## config.mk

```make
export PLATFORM = sky130hd
export DESIGN_NAME = vin_fault_response
export DESIGN_NICKNAME = d
export VERILOG_FILES = /design/src/hdl/vin_fault_pkg.sv /design/src/hdl/vin_fault_response.sv /design/src/hdl/vin_delay_timer.sv
export SDC_FILE = /design/constraint.sdc
export NUM_CORES = 1
export LEC_CHECK = 0
export BUFFER_PORTS_ARGS = -buffer_cell sky130_fd_sc_hd__buf_2
export CAP_MARGIN = 25
export CORE_UTILIZATION = 45
export DETAILED_ROUTE_END_ITERATION = 6
export PLACE_DENSITY = 0.68
export SETUP_SLACK_MARGIN = 0.05
export SYNTH_ARGS = -nofsm -noshare
export SYNTH_HDL_FRONTEND = slang
export SYNTH_SLANG_ARGS = --single-unit
```

## constraint.sdc

```tcl
create_clock -name clk_sys -period 10.43 [get_ports clk_sys]
set_input_delay 1.043 -clock clk_sys [delete_from_list [all_inputs] [get_ports clk_sys]]
set_output_delay 1.043 -clock clk_sys [all_outputs]
set_load 0.01 [all_outputs]
```

## src/hdl/vin_fault_pkg.sv

```systemverilog
/*
 * Shared constants and types for input-voltage supervision and the
 * undervoltage fault response. Assumes a single 100 MHz system clock.
 */
// Functional notes
// Hold 16-bit linear overvoltage warning threshold.
// Undervoltage warning also sets hybrid ratio threshold.
// Hold 16-bit linear undervoltage fault threshold.
// Action 00 ignores the fault.
// Action 01 runs for delay, then retries.
// Action 10 disables at once, then retries.
// Action 11 stays off until cleared.
// Retry 000 never restarts; stays off.
// Retry 1..6 attempts, then off until cleared.
// Attempt spacing is multiplier times time unit.
// Retry 111 retries until commanded off.
// Delay field selects multiplier two to code.
// Delay unit length comes from time-unit register.
// Compare samples and raise warning or fault flags.
// Failed attempt decrements remaining retry count.
package vin_fault_pkg;

    // Command codes of the thresholds and response byte
    localparam logic [7:0] CMD_OV_WARN = 8'h57;
    localparam logic [7:0] CMD_UV_WARN = 8'h58;
    localparam logic [7:0] CMD_UV_FAULT = 8'h59;
    localparam logic [7:0] CMD_UV_ACTION = 8'h5A;
    // Codes owned by neighbouring blocks: special options, delay time unit
    localparam logic [7:0] CMD_SPECIAL_OPTIONS = 8'hE0;
    localparam logic [7:0] CMD_TIME_UNIT = 8'hD2;

    // Field positions of the response byte
    localparam int ACT_MSB = 7;
    localparam int ACT_LSB = 6;
    localparam int RETRY_MSB = 5;
    localparam int RETRY_LSB = 3;
    localparam int DELAY_MSB = 2;
    localparam int DELAY_LSB = 0;

    // Response action codes
    localparam logic [1:0] ACT_IGNORE = 2'h0;
    localparam logic [1:0] ACT_CONTINUE = 2'h1;
    localparam logic [1:0] ACT_RETRY = 2'h2;
    localparam logic [1:0] ACT_LATCH = 2'h3;

    // Retry codes
    localparam logic [2:0] RETRY_NONE = 3'h0;
    localparam logic [2:0] RETRY_FOREVER = 3'h7;

    // Reset values
    localparam logic [15:0] THRESH_RESET = 16'h0000;
    localparam logic [7:0] ACTION_RESET = 8'h00;

    // Linear format: signed 5-bit exponent, signed 11-bit mantissa
    localparam int EXP_MSB = 15;
    localparam int EXP_LSB = 11;
    localparam int MANT_MSB = 10;
    localparam int EXP_BIAS = 16;

    typedef enum logic [2:0] {
        ST_IDLE,
        ST_CONT,
        ST_WAIT,
        ST_TRY,
        ST_LATCH
    } resp_state_e;

    typedef struct packed {
        logic wr;
        logic [7:0] code;
        logic [15:0] data;
    } cmd_s;

    typedef struct packed {
        logic ov_warn;
        logic uv_warn;
        logic uv_fault;
    } vin_flags_s;

    // Linear value scaled by two to the bias, as a signed fixed-point number
    function automatic logic signed [47:0] linear_to_fixed(input logic [15:0] v);
        logic signed [4:0] e;
        logic signed [10:0] m;
        logic signed [47:0] m48;
        int sh;
        e = signed'(v[EXP_MSB:EXP_LSB]);
        m = signed'(v[MANT_MSB:0]);
        m48 = 48'(m);
        sh = int'(e) + EXP_BIAS;
        return m48 <<< sh;
    endfunction

endpackage

```

## src/hdl/vin_fault_response.sv

```systemverilog
/*
 * Input-voltage supervision: thresholds, sample comparison, hybrid ratio
 * threshold indication and the programmable undervoltage fault response.
 * Assumes command writes, samples and control levels come from logic on
 * the same clock; the delay time unit arrives from its own register.
 */
`timescale 1ns/100ps
`default_nettype none

module vin_fault_response
    import vin_fault_pkg::*;
(
    // Clock and reset
    input wire logic clk_sys,
    input wire logic nrst,
    // Command port
    input wire cmd_s cmd,
    input wire logic [7:0] rd_code,
    output logic [15:0] rd_data,
    // Measurement
    input wire logic sample_valid,
    input wire logic [15:0] vin_sample,
    // Delay time unit in system clocks
    input wire logic [15:0] unit_cycles,
    // Control
    input wire logic hybrid_ratio_enable,
    input wire logic commanded_on,
    input wire logic other_shutdown,
    input wire logic clear_faults,
    // Status
    output vin_flags_s flags,
    output logic hybrid_ratio_below,
    output logic out_enable,
    output logic fault_latched
);

    logic [15:0] input_overvolt_warn_threshold;
    logic [15:0] input_undervolt_warn_threshold;
    logic [15:0] input_undervolt_fault_threshold;
    logic [7:0] input_undervolt_fault_action;
    resp_state_e state;
    resp_state_e next_state;
    logic [2:0] retries_left;
    logic [2:0] next_retries;
    logic timer_start;
    logic timer_done;

    wire [1:0] act_code = input_undervolt_fault_action[ACT_MSB:ACT_LSB];
    wire [2:0] retry_code = input_undervolt_fault_action[RETRY_MSB:RETRY_LSB];
    wire [2:0] delay_code = input_undervolt_fault_action[DELAY_MSB:DELAY_LSB];

    // Register writes
    wire wr_ov = cmd.wr && (cmd.code == CMD_OV_WARN);
    wire wr_uvw = cmd.wr && (cmd.code == CMD_UV_WARN);
    wire wr_uvf = cmd.wr && (cmd.code == CMD_UV_FAULT);
    wire wr_act = cmd.wr && (cmd.code == CMD_UV_ACTION);

    always_ff @(posedge clk_sys or negedge nrst) begin
        if (!nrst) begin
            input_overvolt_warn_threshold <= THRESH_RESET;
            input_undervolt_warn_threshold <= THRESH_RESET;
            input_undervolt_fault_threshold <= THRESH_RESET;
            input_undervolt_fault_action <= ACTION_RESET;
        end else begin
            if (wr_ov) input_overvolt_warn_threshold <= cmd.data;
            if (wr_uvw) input_undervolt_warn_threshold <= cmd.data;
            if (wr_uvf) input_undervolt_fault_threshold <= cmd.data;
            if (wr_act) input_undervolt_fault_action <= cmd.data[7:0];
        end
    end

    // Read mux; unmapped codes read zero
    wire [15:0] next_rd_data =
        (rd_code == CMD_OV_WARN) ? input_overvolt_warn_threshold :
        (rd_code == CMD_UV_WARN) ? input_undervolt_warn_threshold :
        (rd_code == CMD_UV_FAULT) ? input_undervolt_fault_threshold :
        (rd_code == CMD_UV_ACTION) ? {8'h00, input_undervolt_fault_action} :
        16'h0000;

    // Sample comparison in a common fixed-point scale
    wire signed [47:0] vin_fx = linear_to_fixed(vin_sample);
    wire above_ov = vin_fx > linear_to_fixed(input_overvolt_warn_threshold);
    wire below_uvw = vin_fx < linear_to_fixed(input_undervolt_warn_threshold);
    wire below_uvf = vin_fx < linear_to_fixed(input_undervolt_fault_threshold);

    always_ff @(posedge clk_sys or negedge nrst) begin
        if (!nrst) begin
            flags <= '0;
            hybrid_ratio_below <= 1'b0;
            rd_data <= 16'h0000;
        end else begin
            rd_data <= next_rd_data;
            if (sample_valid) begin
                flags.ov_warn <= above_ov;
                flags.uv_warn <= below_uvw;
                flags.uv_fault <= below_uvf;
                hybrid_ratio_below <= hybrid_ratio_enable && below_uvw;
            end
        end
    end

    // Fault response
    wire uv_fault = flags.uv_fault;
    wire stop_all = !commanded_on || other_shutdown;
    wire [2:0] down_state_sel = (retry_code == RETRY_NONE) ? 3'h0 : 3'h1;

    always_comb begin
        next_state = state;
        next_retries = retries_left;
        timer_start = 1'b0;
        if (stop_all) begin
            next_state = ST_IDLE;
        end else begin
            case (state)
                ST_IDLE: begin
                    if (uv_fault) begin
                        case (act_code)
                            ACT_CONTINUE: begin
                                next_state = ST_CONT;
                                timer_start = 1'b1;
                            end
                            ACT_RETRY: begin
                                // Disable now, retry per field
                                next_state = (down_state_sel == 3'h0) ? ST_LATCH : ST_WAIT;
                                next_retries = retry_code;
                                timer_start = (down_state_sel != 3'h0);
                            end
                            ACT_LATCH: next_state = ST_LATCH;
                            default: next_state = ST_IDLE;
                        endcase
                    end
                end
                ST_CONT: begin
                    if (timer_done && uv_fault) begin
                        next_state = (down_state_sel == 3'h0) ? ST_LATCH : ST_WAIT;
                        next_retries = retry_code;
                        timer_start = (down_state_sel != 3'h0);
                    end else if (timer_done) begin
                        next_state = ST_IDLE;
                    end
                end
                ST_WAIT: begin
                    if (timer_done && retries_left == 3'h0) begin
                        next_state = ST_LATCH;
                    end else if (timer_done) begin
                        // Each attempt spends one retry; forever never runs out
                        if (retries_left != RETRY_FOREVER) begin
                            next_retries = retries_left - 3'h1;
                        end
                        timer_start = 1'b1;
                        next_state = ST_TRY;
                    end
                end
                ST_TRY: begin
                    if (uv_fault) begin
                        next_state = ST_WAIT;
                    end else if (timer_done) begin
                        next_state = ST_IDLE;
                    end
                end
                ST_LATCH: begin
                    if (clear_faults) next_state = ST_IDLE;
                end
                default: next_state = ST_IDLE;
            endcase
        end
    end

    wire next_run = (next_state == ST_IDLE) || (next_state == ST_CONT) ||
        (next_state == ST_TRY);

    always_ff @(posedge clk_sys or negedge nrst) begin
        if (!nrst) begin
            state <= ST_IDLE;
            retries_left <= 3'h0;
            out_enable <= 1'b0;
            fault_latched <= 1'b0;
        end else begin
            state <= next_state;
            retries_left <= next_retries;
            out_enable <= next_run && !stop_all;
            fault_latched <= (next_state == ST_LATCH);
        end
    end

    vin_delay_timer u_timer (
        .clk_sys(clk_sys),
        .nrst(nrst),
        .start(timer_start),
        .delay_code(delay_code),
        .unit_cycles(unit_cycles),
        .done(timer_done)
    );

    ov_compare_a: assert property (@(posedge clk_sys) disable iff (!nrst)
        (sample_valid && above_ov) |=> flags.ov_warn)
        else $error("overvoltage warning missed");

    uv_fault_flag_a: assert property (@(posedge clk_sys) disable iff (!nrst)
        (sample_valid && !below_uvf) |=> !flags.uv_fault)
        else $error("undervoltage fault flag false");

    ignore_fault_a: assert property (@(posedge clk_sys) disable iff (!nrst)
        (state == ST_IDLE && act_code == ACT_IGNORE && !stop_all) |=>
            (state == ST_IDLE && out_enable))
        else $error("ignored fault changed state");

    continue_run_a: assert property (@(posedge clk_sys) disable iff (!nrst)
        (state == ST_IDLE && uv_fault && act_code == ACT_CONTINUE && !stop_all)
            |=> (state == ST_CONT && out_enable))
        else $error("continue mode did not keep running");

    disable_now_a: assert property (@(posedge clk_sys) disable iff (!nrst)
        (state == ST_IDLE && uv_fault && act_code == ACT_RETRY) |=> !out_enable)
        else $error("output not disabled at once");

    no_retry_a: assert property (@(posedge clk_sys) disable iff (!nrst)
        (state == ST_IDLE && uv_fault && act_code == ACT_RETRY &&
            retry_code == RETRY_NONE && !stop_all) |=> state == ST_LATCH)
        else $error("zero retries did not latch off");

    latch_hold_a: assert property (@(posedge clk_sys) disable iff (!nrst)
        (state == ST_LATCH && !clear_faults && !stop_all) |=>
            (state == ST_LATCH && !out_enable))
        else $error("latched fault released early");

    retries_out_a: assert property (@(posedge clk_sys) disable iff (!nrst)
        (state == ST_WAIT && timer_done && retries_left == 3'h0 && !stop_all)
            |=> (fault_latched && !out_enable))
        else $error("exhausted retries did not latch");

    retry_forever_a: assert property (@(posedge clk_sys) disable iff (!nrst)
        (state == ST_WAIT && timer_done && retries_left == RETRY_FOREVER && !stop_all)
            |=> (state == ST_TRY && retries_left == RETRY_FOREVER))
        else $error("continuous retry stopped");

    retry_count_a: assert property (@(posedge clk_sys) disable iff (!nrst)
        (state == ST_WAIT && timer_done && retries_left != 3'h0 &&
            retries_left != RETRY_FOREVER && !stop_all) |=>
            retries_left == $past(retries_left) - 3'h1)
        else $error("retry count not decremented");

    spacing_a: assert property (@(posedge clk_sys) disable iff (!nrst)
        (state == ST_WAIT && timer_done && retries_left != 3'h0 && !stop_all)
            |-> timer_start)
        else $error("attempt spacing not restarted");

    cont_recover_c: cover property (@(posedge clk_sys) disable iff (!nrst)
        state == ST_CONT ##[1:1000] state == ST_IDLE);
    retry_try_c: cover property (@(posedge clk_sys) disable iff (!nrst)
        state == ST_WAIT ##[1:1000] state == ST_TRY);
    latch_c: cover property (@(posedge clk_sys) disable iff (!nrst)
        state == ST_TRY ##[1:1000] state == ST_LATCH);

endmodule

`default_nettype wire

```

## src/hdl/vin_delay_timer.sv

```systemverilog
/*
 * Delay timer for the fault response: counts a programmed number of time
 * units, each unit a programmed number of system clocks.
 * Assumes start is a one-cycle pulse from the same clock domain.
 */
`timescale 1ns/100ps
`default_nettype none

module vin_delay_timer
    import vin_fault_pkg::*;
(
    // Clock and reset
    input wire logic clk_sys,
    input wire logic nrst,
    // Control
    input wire logic start,
    input wire logic [2:0] delay_code,
    input wire logic [15:0] unit_cycles,
    // Expiry
    output logic done
);

    logic [15:0] cyc;
    logic [7:0] units;
    logic running;
    wire [15:0] unit_eff = (unit_cycles == 16'h0000) ? 16'h0001 : unit_cycles;
    wire [7:0] units_load = (8'h01 << delay_code) - 8'h01;
    wire cyc_zero = (cyc == 16'h0000);
    wire last = running && cyc_zero && (units == 8'h00);

    // Expiry is seen in the last counted cycle, so start-to-start spacing is exact
    assign done = last;

    always_ff @(posedge clk_sys or negedge nrst) begin
        if (!nrst) begin
            cyc <= 16'h0000;
            units <= 8'h00;
            running <= 1'b0;
        end else begin
            if (start) begin
                // Unit count and length set the total
                cyc <= unit_eff - 16'h0001;
                units <= units_load;
                running <= 1'b1;
            end else if (last) begin
                running <= 1'b0;
            end else if (running && cyc_zero) begin
                units <= units - 8'h01;
                cyc <= unit_eff - 16'h0001;
            end else if (running) begin
                cyc <= cyc - 16'h0001;
            end
        end
    end

    property one_unit_p;
        @(posedge clk_sys) disable iff (!nrst)
        (start && delay_code == 3'h0 && unit_cycles == 16'h0003) |->
            ##1 !done [*2] ##1 done;
    endproperty
    unit_length_a: assert property (one_unit_p)
        else $error("delay unit length wrong");

    mult_two_a: assert property (@(posedge clk_sys) disable iff (!nrst)
        (start && delay_code == 3'h1 && unit_cycles == 16'h0002) |->
            ##1 !done [*3] ##1 done)
        else $error("delay multiplier wrong");

endmodule

`default_nettype wire

```

Word-level counts from Yosys, hierarchy flattened
Cells that the tools add are included.
- mux-type cells: 40
- shift operators: 5
- eq/ne operators: 26
- $add $sub $neg: 9
- bitwise logic cells: 1
- reduce and logical (&&, ||, !) cells: 31
- $lt $le $gt $ge: 3
- operators by type and width (operator ; count):
    <<< shifter 11 x 32 -> 48 bit ; 4
    2-to-1 mux 16 bit ; 8
    less-than comparator 48 bit ; 2
    equality test 8 x 7 -> 1 bit, second input constant ; 8
    greater-than comparator 48 bit ; 1
    2-to-1 mux 3 bit ; 15
    zero test 16 bit ; 2
    2-to-1 mux 8 bit ; 4
    subtractor 16 x 1 -> 16 bit, second input constant ; 2
    adder 5 x 6 -> 7 bit, second input constant ; 4
    one-hot mux 3 bit (3 select lines) ; 2
    subtractor 8 x 1 -> 8 bit, second input constant ; 2
    zero test 3 bit ; 5
    one-hot mux 3 bit (5 select lines) ; 1
    inequality test 2 bit, second input constant ; 6
    logical AND 1 bit ; 10
    equality test 3 x 2 -> 1 bit, second input constant ; 3
    nonzero test 3 bit ; 3
    zero test 8 bit ; 1
    2-to-1 mux 1 bit ; 8
    AND reduction 8 bit ; 1
    left shift 1 x 3 -> 8 bit, first input constant ; 1
    equality test 3 x 1 -> 1 bit, second input constant ; 2
    equality test 3 bit, second input constant ; 2
    12 further kinds ; 18
- register bits after elaboration: 109
- bits of input ports: 72
- word-level logic and storage cells: 131

Depth between registers and ports, before layout
Gate-level depths: netlist (run 1).
- depth after elaboration: 12
- mapped depth: 18

By module
A second synthesis (run 1) with hierarchy kept.
- cells, all modules: 1499
- area, all modules: 12233.0 um^2
- modules (own cells, without submodules) (module ; seq. area each (um^2) ; area an instance (um^2) ; times used ; cells an instance):
    vin_fault_response ; 2102.0 ; 10167.3 ; 1 ; 1259
    vin_delay_timer ; 625.6 ; 2065.7 ; 1 ; 240

Worst setup path before layout (run 1)
No wires, ideal clock.
- path kind: input-to-reg
- start point: input port vin_sample[11]
- end point: register hybrid_ratio_below
- path slack: 6.000 ns
- path buffers: 2
- data required time: 10.352 ns
- data arrival time: 4.352 ns
- cell stages on the path: 16
- path through: clkbuf_1 -> clkbuf_1 -> mux2i_1 -> mux2i_1 -> nand2_1 -> o21ai_0 -> mux2_2 -> a22o_1 -> ha_1 -> and3_1 -> a221oi_1 -> or4_1 -> a31oi_1 -> a211oi_1 -> mux2_2 -> o2bb2ai_1
- cells in the longest elaborated chain, start to end: 4
- ends and longest elaborated chain (element ; RTL line ; text):
    start, declared ; vin_fault_response.sv:22 ; input wire logic [15:0] vin_sample,
    adder 5 x 6 -> 7 bit ; vin_fault_pkg.sv:89 ; sh = int'(e) + EXP_BIAS;
    <<< shifter 11 x 32 -> 48 bit ; vin_fault_pkg.sv:90 ; return m48 <<< sh;
    less-than comparator 48 bit ; vin_fault_response.sv:83 ; wire below_uvw = vin_fx < linear_to_fixed(input_undervolt_warn_threshold);
    logical AND 1 bit ; vin_fault_response.sv:97 ; hybrid_ratio_below <= hybrid_ratio_enable && below_uvw;
    end signal, assigned ; vin_fault_response.sv:97 ;
    end, declared ; vin_fault_response.sv:32 ; output logic hybrid_ratio_below,
Every way passes these cells.
A chain may end at the register's enable or synchronous reset.

Final worst setup path (run 1)
- start point: register input_undervolt_warn_threshold[11]
- end point: register hybrid_ratio_below
- cells in the longest elaborated chain, start to end: 4
- ends and longest elaborated chain (element ; RTL line ; text):
    start, declared ; vin_fault_response.sv:38 ; logic [15:0] input_undervolt_warn_threshold;
    start signal, assigned ; vin_fault_response.sv:66 ; if (wr_uvw) input_undervolt_warn_threshold <= cmd.data;
    adder 5 x 6 -> 7 bit ; vin_fault_pkg.sv:89 ;
    <<< shifter 11 x 32 -> 48 bit ; vin_fault_pkg.sv:90 ;
    less-than comparator 48 bit ; vin_fault_response.sv:83 ;
    logical AND 1 bit ; vin_fault_response.sv:97 ;
Every way passes these cells.

==> flow_summary_export.csv, run 1 <==
group,metric,value,unit
grt,grtUsageMet1,0.379,
power_and_ir_drop,ir_drop,83.6,uV
setup_path,crit_path_end_kind,"register",
synth,synth-edff-count,0,
synth,synth_area,12100,sq um
detailed_routing,wl_per_cell,20.1,um
sta,grt_setup_unrepaired,"false",
cts,clockBufferDepth,2,
sta,fmax,0.231,GHz
grt,antenna_found_initial,0,
power_and_ir_drop,switching_share,0.404,
detailed_routing,routed_wirelength,37700,um
synth,syn_inst,1513,
die,fp.dieW,166,um
final_layout,fillers,2553,
synth,yosys_warnings,0,
die,die_h,166,um
detailed_routing,avgViaCountPerCell,6.30,
setup_path,critical_path.cell_chain,"mux2_2 -> o21ai_0 -> o21ai_0 -> nor2_1 -> nor2_1 -> a22oi_1 -> ha_1 -> a21o_1 -> a221oi_1 -> or4_1 -> a31oi_1 -> a211oi_1 -> mux2_2 -> o2bb2ai_1",
grt,grt_overflow_total,0,
place,io_buffers,93,
sta,setup_viol,0,
sta,timing.hold.ws,0.492,ns
die,start_util,0.461,
setup_path,worstPathMaxFanout,18,
grt,grt_pass1_wl,58500,um
die,rows,59,
setup_path,cp-start-kind,"register",
power_and_ir_drop,p_clk_frac,0.240,
cts,htree_num_levels,3,
setup_path,critPathBufInv,0,
grt,grt_max_degree,65,
cts,cts.reportedPaths.clkPinSlew,0.08,ns
synth,synth_top_flop_cell,"dfrtp_1",
cts,cts_tree,"yes",
final_layout,drive_gt1_frac,0.129,
sta,finalSetupTns,0,ns
power_and_ir_drop,p_switching,0.609,mW
detailed_routing,drc_errors,30,
sta,tightest_slew,1.05,ns
setup_path,slowest_delay,0.81,ns
outcome,violations,"design-rule violations",
synth,ys_ff_latch,109,
detailed_routing,drt-pass1-iter-count,7,
sta,period_share,0.416,
die,ioPinCount,94,
final_layout,antenna_cells,0,
power_and_ir_drop,power_density,116,nW/um^2
setup_path,criticalPathCategory,"register to register",
cts,cts_hold_buf,0,
cts,post-cts-setup-buffer-count,0,
job,maxCapViolCount,0,
die,dieArea,27500,sq um
setup_path,cp_slowest_cell,"dfrtp_1",
power_and_ir_drop,combinationalPowerShare,0.406,
final_layout,synthToLayoutAreaGrowth,7.39,%
cts,clkLatencyLatePin,0.37,ns
sta,slew_viol_final,0,
power_and_ir_drop,p_leak,5.84,nW
synth,syn_area_per_cell,7.98,sq um
grt,grt_pass1_vias,10600,
final_layout,final_common_cell,"nand2_1",
grt,grt-busiest-layer,"met2",
cts,cts_resized,0,
setup_path,worst-endpoint-arrival,4.64,ns
power_and_ir_drop,p_int,0.900,mW
synth,synth.distinct_cells,76,
detailed_routing,drt_iter0_drc,1340,
cts,cts-root-buf,"clkbuf_16",
sta,fin_worst_skew,0.0113,ns
final_layout,fin_nets,1741,
outcome,status,"finished, violations left",
grt,use_met3,0.0331,
setup_path,required,10.73,ns
sta,finalCriticalPeriod,4.34,ns
final_layout,layout_common_cells,"nand2_1, o21ai_0, ha_1",
synth,syn-num-nets,1721,
place,place_congestion,0.998,
synth,async_flop_share,1.00,
detailed_routing,via_count,11800,
sta,finalHoldViolCount,0,
setup_path,cpLargestDelayFamily,"compound AO/OA/AOI/OAI gates",
worst_hold_path,hold_class,"register to register",
sta,relSlewSlack,0.294,
synth,ys_seq_area_frac,0.226,
place,post-dp-hpwl,30200,um
power_and_ir_drop,pwr-share-seq,0.354,
cts,clock_sinks,109,
detailed_routing,ant_nets,0,
cts,cts_made_buffers,9,
die,core_area,26200,sq um
grt,track_usage,0.270,
grt,use_met2,0.432,
state kept, by name, summed over array words and instances (netlist names):
register	flops
flags	2
rd_data	16
input_undervolt_warn_threshold	16
input_undervolt_fault_action	8
u_timer.cyc	16
u_timer.units	8
u_timer.running	1
state	3
hybrid_ratio_below	1
retries_left	3
out_enable	1
fault_latched	1
input_undervolt_fault_threshold	16
input_overvolt_warn_threshold	16
uv_fault	1
path summary, 6_finish.rpt:
| path | start | to | slack, ns | cells past startpoint |
|---|---|---|---|---|
| setup / recovery | input_undervolt_warn_threshold[11]$_DFFE_PN0P_ | hybrid_ratio_below$_DFFE_PN0P_ | 6.09 | 14 |
| hold / removal | hybrid_ratio_below$_DFFE_PN0P_ | hybrid_ratio_below$_DFFE_PN0P_ | 0.49 | 1 |
| setup reg to reg | input_undervolt_warn_threshold[11]$_DFFE_PN0P_ | hybrid_ratio_below$_DFFE_PN0P_ | 6.09 | 14 |
| hold reg to reg | hybrid_ratio_below$_DFFE_PN0P_ | hybrid_ratio_below$_DFFE_PN0P_ | 0.49 | 1 |
| max in group asynchronous | nrst | input_undervolt_warn_threshold[5]$_DFFE_PN0P_ | 8.49 | 2 |
| min in group asynchronous | nrst | u_timer.cyc[3]$_DFFE_PN0P_ | 0.67 | 1 |
per-stage QoR:
step | util | setup WS (ns) | std cells | power [mW] | instance area (sq um)
2_1_floorplan | - | 6.00 | 1513 | 0.962 | 12100
5_1_grt | 0.495 | 5.71 | 1873 | 1.61 | 13000
6_report | 0.495 | 6.09 | 1873 | 1.51 | 13000
3_5_place_dp | 0.483 | 5.80 | 1856 | 1.14 | 12600
4_1_cts | 0.494 | 6.18 | 1872 | 1.50 | 13000
3_3_place_gp | 0.483 | 5.88 | 1856 | 1.13 | 12600
cells in the mapped netlist, drive strengths merged (13+ instances only):
cell / count / area share
nand2: 163 / 0.051
o21ai: 147 / 0.061
ha: 136 / 0.14
nor2: 127 / 0.039
dfrtp: 109 / 0.23
a21oi: 96 / 0.040
mux2i: 96 / 0.080
clkbuf: 74 / 0.023
mux2: 59 / 0.055
nor3: 40 / 0.017
inv: 34 / 0.011
nand3: 34 / 0.014
a21o: 25 / 0.016
nand2b: 23 / 0.012
a21boi: 21 / 0.013
a22oi: 21 / 0.013
nand4: 21 / 0.011
a31oi: 20 / 0.010
or3: 19 / 0.0098
and2: 18 / 0.0095
buf: 18 / 0.0079
a22o: 17 / 0.012
a211oi: 15 / 0.0093
o21a: 15 / 0.0093
nor2b: 13 / 0.0067
metal layers:
metal,part of all wire,up-vias,wire (um)
met2,0.45,455,16800
li1,-,5634,-
met3,0.072,55,2720
met1,0.46,5656,17200
met4,0.026,0,978
met5,0,-,0
area by class of cell:
type | count | area (sq um) | share of cell area
Sequential cell | 109 | 2730 | 0.210
Clock inverter | 7 | 81.3 | 0.00627
Inverter | 39 | 151 | 0.0117
Multi-Input combinational cell | 1273 | 8830 | 0.681
Tap cell | 335 | 419 | 0.0323
Clock buffer | 9 | 225 | 0.0174
Timing Repair Buffer | 101 | 528 | 0.0407
kinds of logic after synthesis:
logic type,share of synthesized area
and+or+nand+nor,0.207
AOI/OAI and AO/OA,0.239
xor gates and xnor gates,0.00943
adders and majority gates,0.141
DFF,0.226
muxes,0.135
buffers and inverters,0.0434
power groups by stage:
stage               Clock [mW]  Combinational, mW  Sequential [mW]
finish                   0.362              0.613            0.535
global route             0.382              0.681            0.543
CTS                      0.370              0.600            0.533
detailed placement           0              0.597            0.541
global placement             0              0.590            0.540
floorplan                    0              0.456            0.506
No activity file was read; power rests on OpenSTA's default activity.
==> inputs of run 2 (changes only) <==
- ABC_AREA: unset -> 1
- PLACE_DENSITY: 0.68 -> 0.7
- clock period: 10.43 -> 3.7 ns (I/O delays scaled with it)
==> flow_summary_export.csv, run 2 <==
group,metric,value,unit
cts,clock_sinks,109,
synth,ys_seq_area_frac,0.228,
sta,grt_setup_unrepaired,"true",
place,dpl-instance-area,12900,sq um
synth,synth-edff-count,0,
setup_path,crit_top_cell,"nand2_1",
grt,track_usage,0.288,
final_layout,layoutNonFillerInstCount,2276,
detailed_routing,drc_errors,0,
final_layout,seq_area,2730,sq um
detailed_routing,drt_iter0_drc,1125,
place,io_buffers,93,
cts,clkLatencyLatePin,0.37,ns
die,rows,59,
detailed_routing,drt-pass1-iter-count,6,
setup_path,critPathBufInv,2,
die,fp.dieW,165,um
setup_path,slowest_delay,0.59,ns
synth,synth_area,12000,sq um
detailed_routing,avgViaCountPerCell,5.63,
final_layout,antenna_cells,0,
detailed_routing,ant_nets,0,
worst_hold_path,hold_class,"input pin to async pin",
final_layout,fin_util,0.510,
synth,ys_ff_latch,109,
synth,synth_top_flop_cell,"dfrtp_1",
grt,grt_pass1_vias,11600,
detailed_routing,via_count,12800,
synth,yosysTopAreaCellShare,0.228,
setup_path,required,4.01,ns
grt,grt_overflow_total,0,
sta,timing.hold.ws,0.0914,ns
detailed_routing,routed_wirelength,38300,um
sta,relSlewSlack,0.361,
sta,setup_viol,0,
setup_path,cp_slowest_cell,"dfrtp_4",
final_layout,fin_nets,2144,
final_layout,fillers,2622,
sta,finalSetupTns,0,ns
die,ioPinCount,94,
sta,finalCriticalPeriod,3.60,ns
sta,finalWorstSetupSlack,0.0957,ns
cts,htree_num_levels,3,
place,dp_cells,2259,
sta,period_share,0.974,
outcome,status,"finished, final reports clean",
cts,cts-root-buf,"clkbuf_16",
setup_path,crit_path_end_kind,"register",
detailed_routing,wl_per_cell,16.8,um
setup_path,cpLargestDelayFamily,"compound AO/OA/AOI/OAI gates",
setup_path,cp-start-kind,"register",
setup_path,worstPathMaxFanout,25,
final_layout,final_area,13300,sq um
power_and_ir_drop,finalPower,3.98,mW
sta,fmax,0.277,GHz
grt,grt_pass1_wl,60300,um
synth,syn_area_per_cell,6.43,sq um
place,place_congestion,0.960,
die,die_h,165,um
setup_path,criticalPathCategory,"register to register",
cts,cts.reportedPaths.clkPinSlew,0.08,ns
power_and_ir_drop,ir_drop,224,uV
cts,cts_made_buffers,9,
synth,yosys_warnings,0,
synth,synth_commonest_cells,"nand2_1, o21ai_0, inv_1",
job,maxCapViolCount,0,
cts,clockBufferDepth,2,
power_and_ir_drop,p_leak,6.46,nW
synth,syn-num-nets,2068,
setup_path,critical_path.cell_chain,"o21ai_0 -> o21ai_0 -> nand2_1 -> nand2_1 -> nand2_1 -> o21ai_0 -> o21ai_0 -> inv_1 -> ha_1 -> nand2_1 -> inv_1 -> nand3_1 -> nor3_2 -> nor4b_2 -> o211ai_1 -> nand3_1 -> nand2_1 -> nand2_1 -> nand3_1 -> nand2_1",
place,post-dp-hpwl,30900,um
place,dp_slack,-0.0722,ns
cts,cts_tree,"yes",
synth,synth_area_leaders,"dfrtp_1, nand2_1, ha_1, o21ai_0, inv_1",
setup_path,worst-endpoint-arrival,3.91,ns
sta,slew_viol_final,0,
grt,antenna_found_initial,0,
synth,async_flop_share,1.00,
final_layout,multi_input_area,8190,sq um
sta,tightest_slew,0.956,ns
sta,fin_worst_skew,0.0141,ns
synth,syn_inst,1860,
final_layout,layout_common_cells,"nand2_1, o21ai_0, inv_1",
die,start_util,0.459,
die,dieArea,27200,sq um
sta,finalHoldViolCount,0,
power_and_ir_drop,power_density,299,nW/um^2
final_layout,synthToLayoutAreaGrowth,11.3,%
die,core_area,26100,sq um
final_layout,final_common_cell,"nand2_1",
grt,grt_max_degree,62,
final_layout,drive_gt1_frac,0.118,
synth,synth.distinct_cells,52,
synth,synth_top_area_cell,"dfrtp_1",
synth,synth.most_common_cell,"nand2_1",
-- run 2: final cells by class --
class,instances,area share
flip-flops and latches,109,0.205
inverters,203,0.0576
well taps,335,0.0315
clock buffers,10,0.0172
repair buffers,145,0.0666
clock inverters,6,0.00602
multi-input cells,1468,0.616
-- run 2: cells by family after synthesis --
group / synth area share
and+or+nand+nor: 0.282
AOI/OAI and AO/OA: 0.224
buffers and inverters: 0.0903
adders and majority gates: 0.142
DFF: 0.228
xor gates and xnor gates: 0.0161
muxes: 0.0167
-- run 2: layer usage --
metal / vias up / GRT usage / wire length [um]
met4: 0 / 0.137 / 1740
met2: 497 / 0.470 / 17300
met5: - / 0 / 0
met1: 5809 / 0.376 / 16800
met3: 84 / 0.0354 / 2400
li1: 6413 / - / -
-- run 2: worst paths after layout --
check | depth (start not counted) | start | slack, ns | to
min in group clk_sys | 3 | hybrid_ratio_enable | 0.26 | hybrid_ratio_below$_DFFE_PN0P_
min reg2reg | 2 | u_timer.units[6]$_DFFE_PN0P_ | 0.49 | u_timer.units[6]$_DFFE_PN0P_
min | 1 | nrst | 0.09 | rd_data[11]$_DFF_PN0_
max in group asynchronous | 2 | nrst | 2.72 | u_timer.units[3]$_DFFE_PN0P_
max reg2reg | 20 | input_overvolt_warn_threshold[11]$_DFFE_PN0P_ | 0.1 | flags[2]$_DFFE_PN0P_
max | 20 | input_overvolt_warn_threshold[11]$_DFFE_PN0P_ | 0.1 | flags[2]$_DFFE_PN0P_
-- run 2: timing repair --
item | CTS | global route
gates resized for setup | 4 | 18
gates cloned | 0 | 0
pin swaps | 0 | 0
endpoints found under the setup margin | 1 | 4
hold buffers | 0 | 0
buffers inserted | 0 | 1
-- run 2: power by group --
part | switching [mW] | total (mW) | internal (mW)
registers | 0.132 | 1.43 | 1.30
logic | 0.956 | 1.52 | 0.562
clock network | 0.493 | 1.03 | 0.540
total | 1.58 | 3.98 | 2.40
-- run 2: worst register-to-register path: stages (launching register included) --
cell      delay [ns]
dfrtp_4         0.59
o21ai_0         0.47
o21ai_0         0.25
nand2_1         0.10
nand2_1         0.08
nand2_1         0.06
o21ai_0         0.16
o21ai_0         0.23
inv_1           0.09
ha_1            0.28
nand2_1         0.06
inv_1           0.07
nand3_1         0.08
nor3_2          0.21
nor4b_2         0.29
o211ai_1        0.17
nand3_1         0.11
nand2_1         0.05
nand2_1         0.06
nand3_1         0.07
nand2_1         0.07
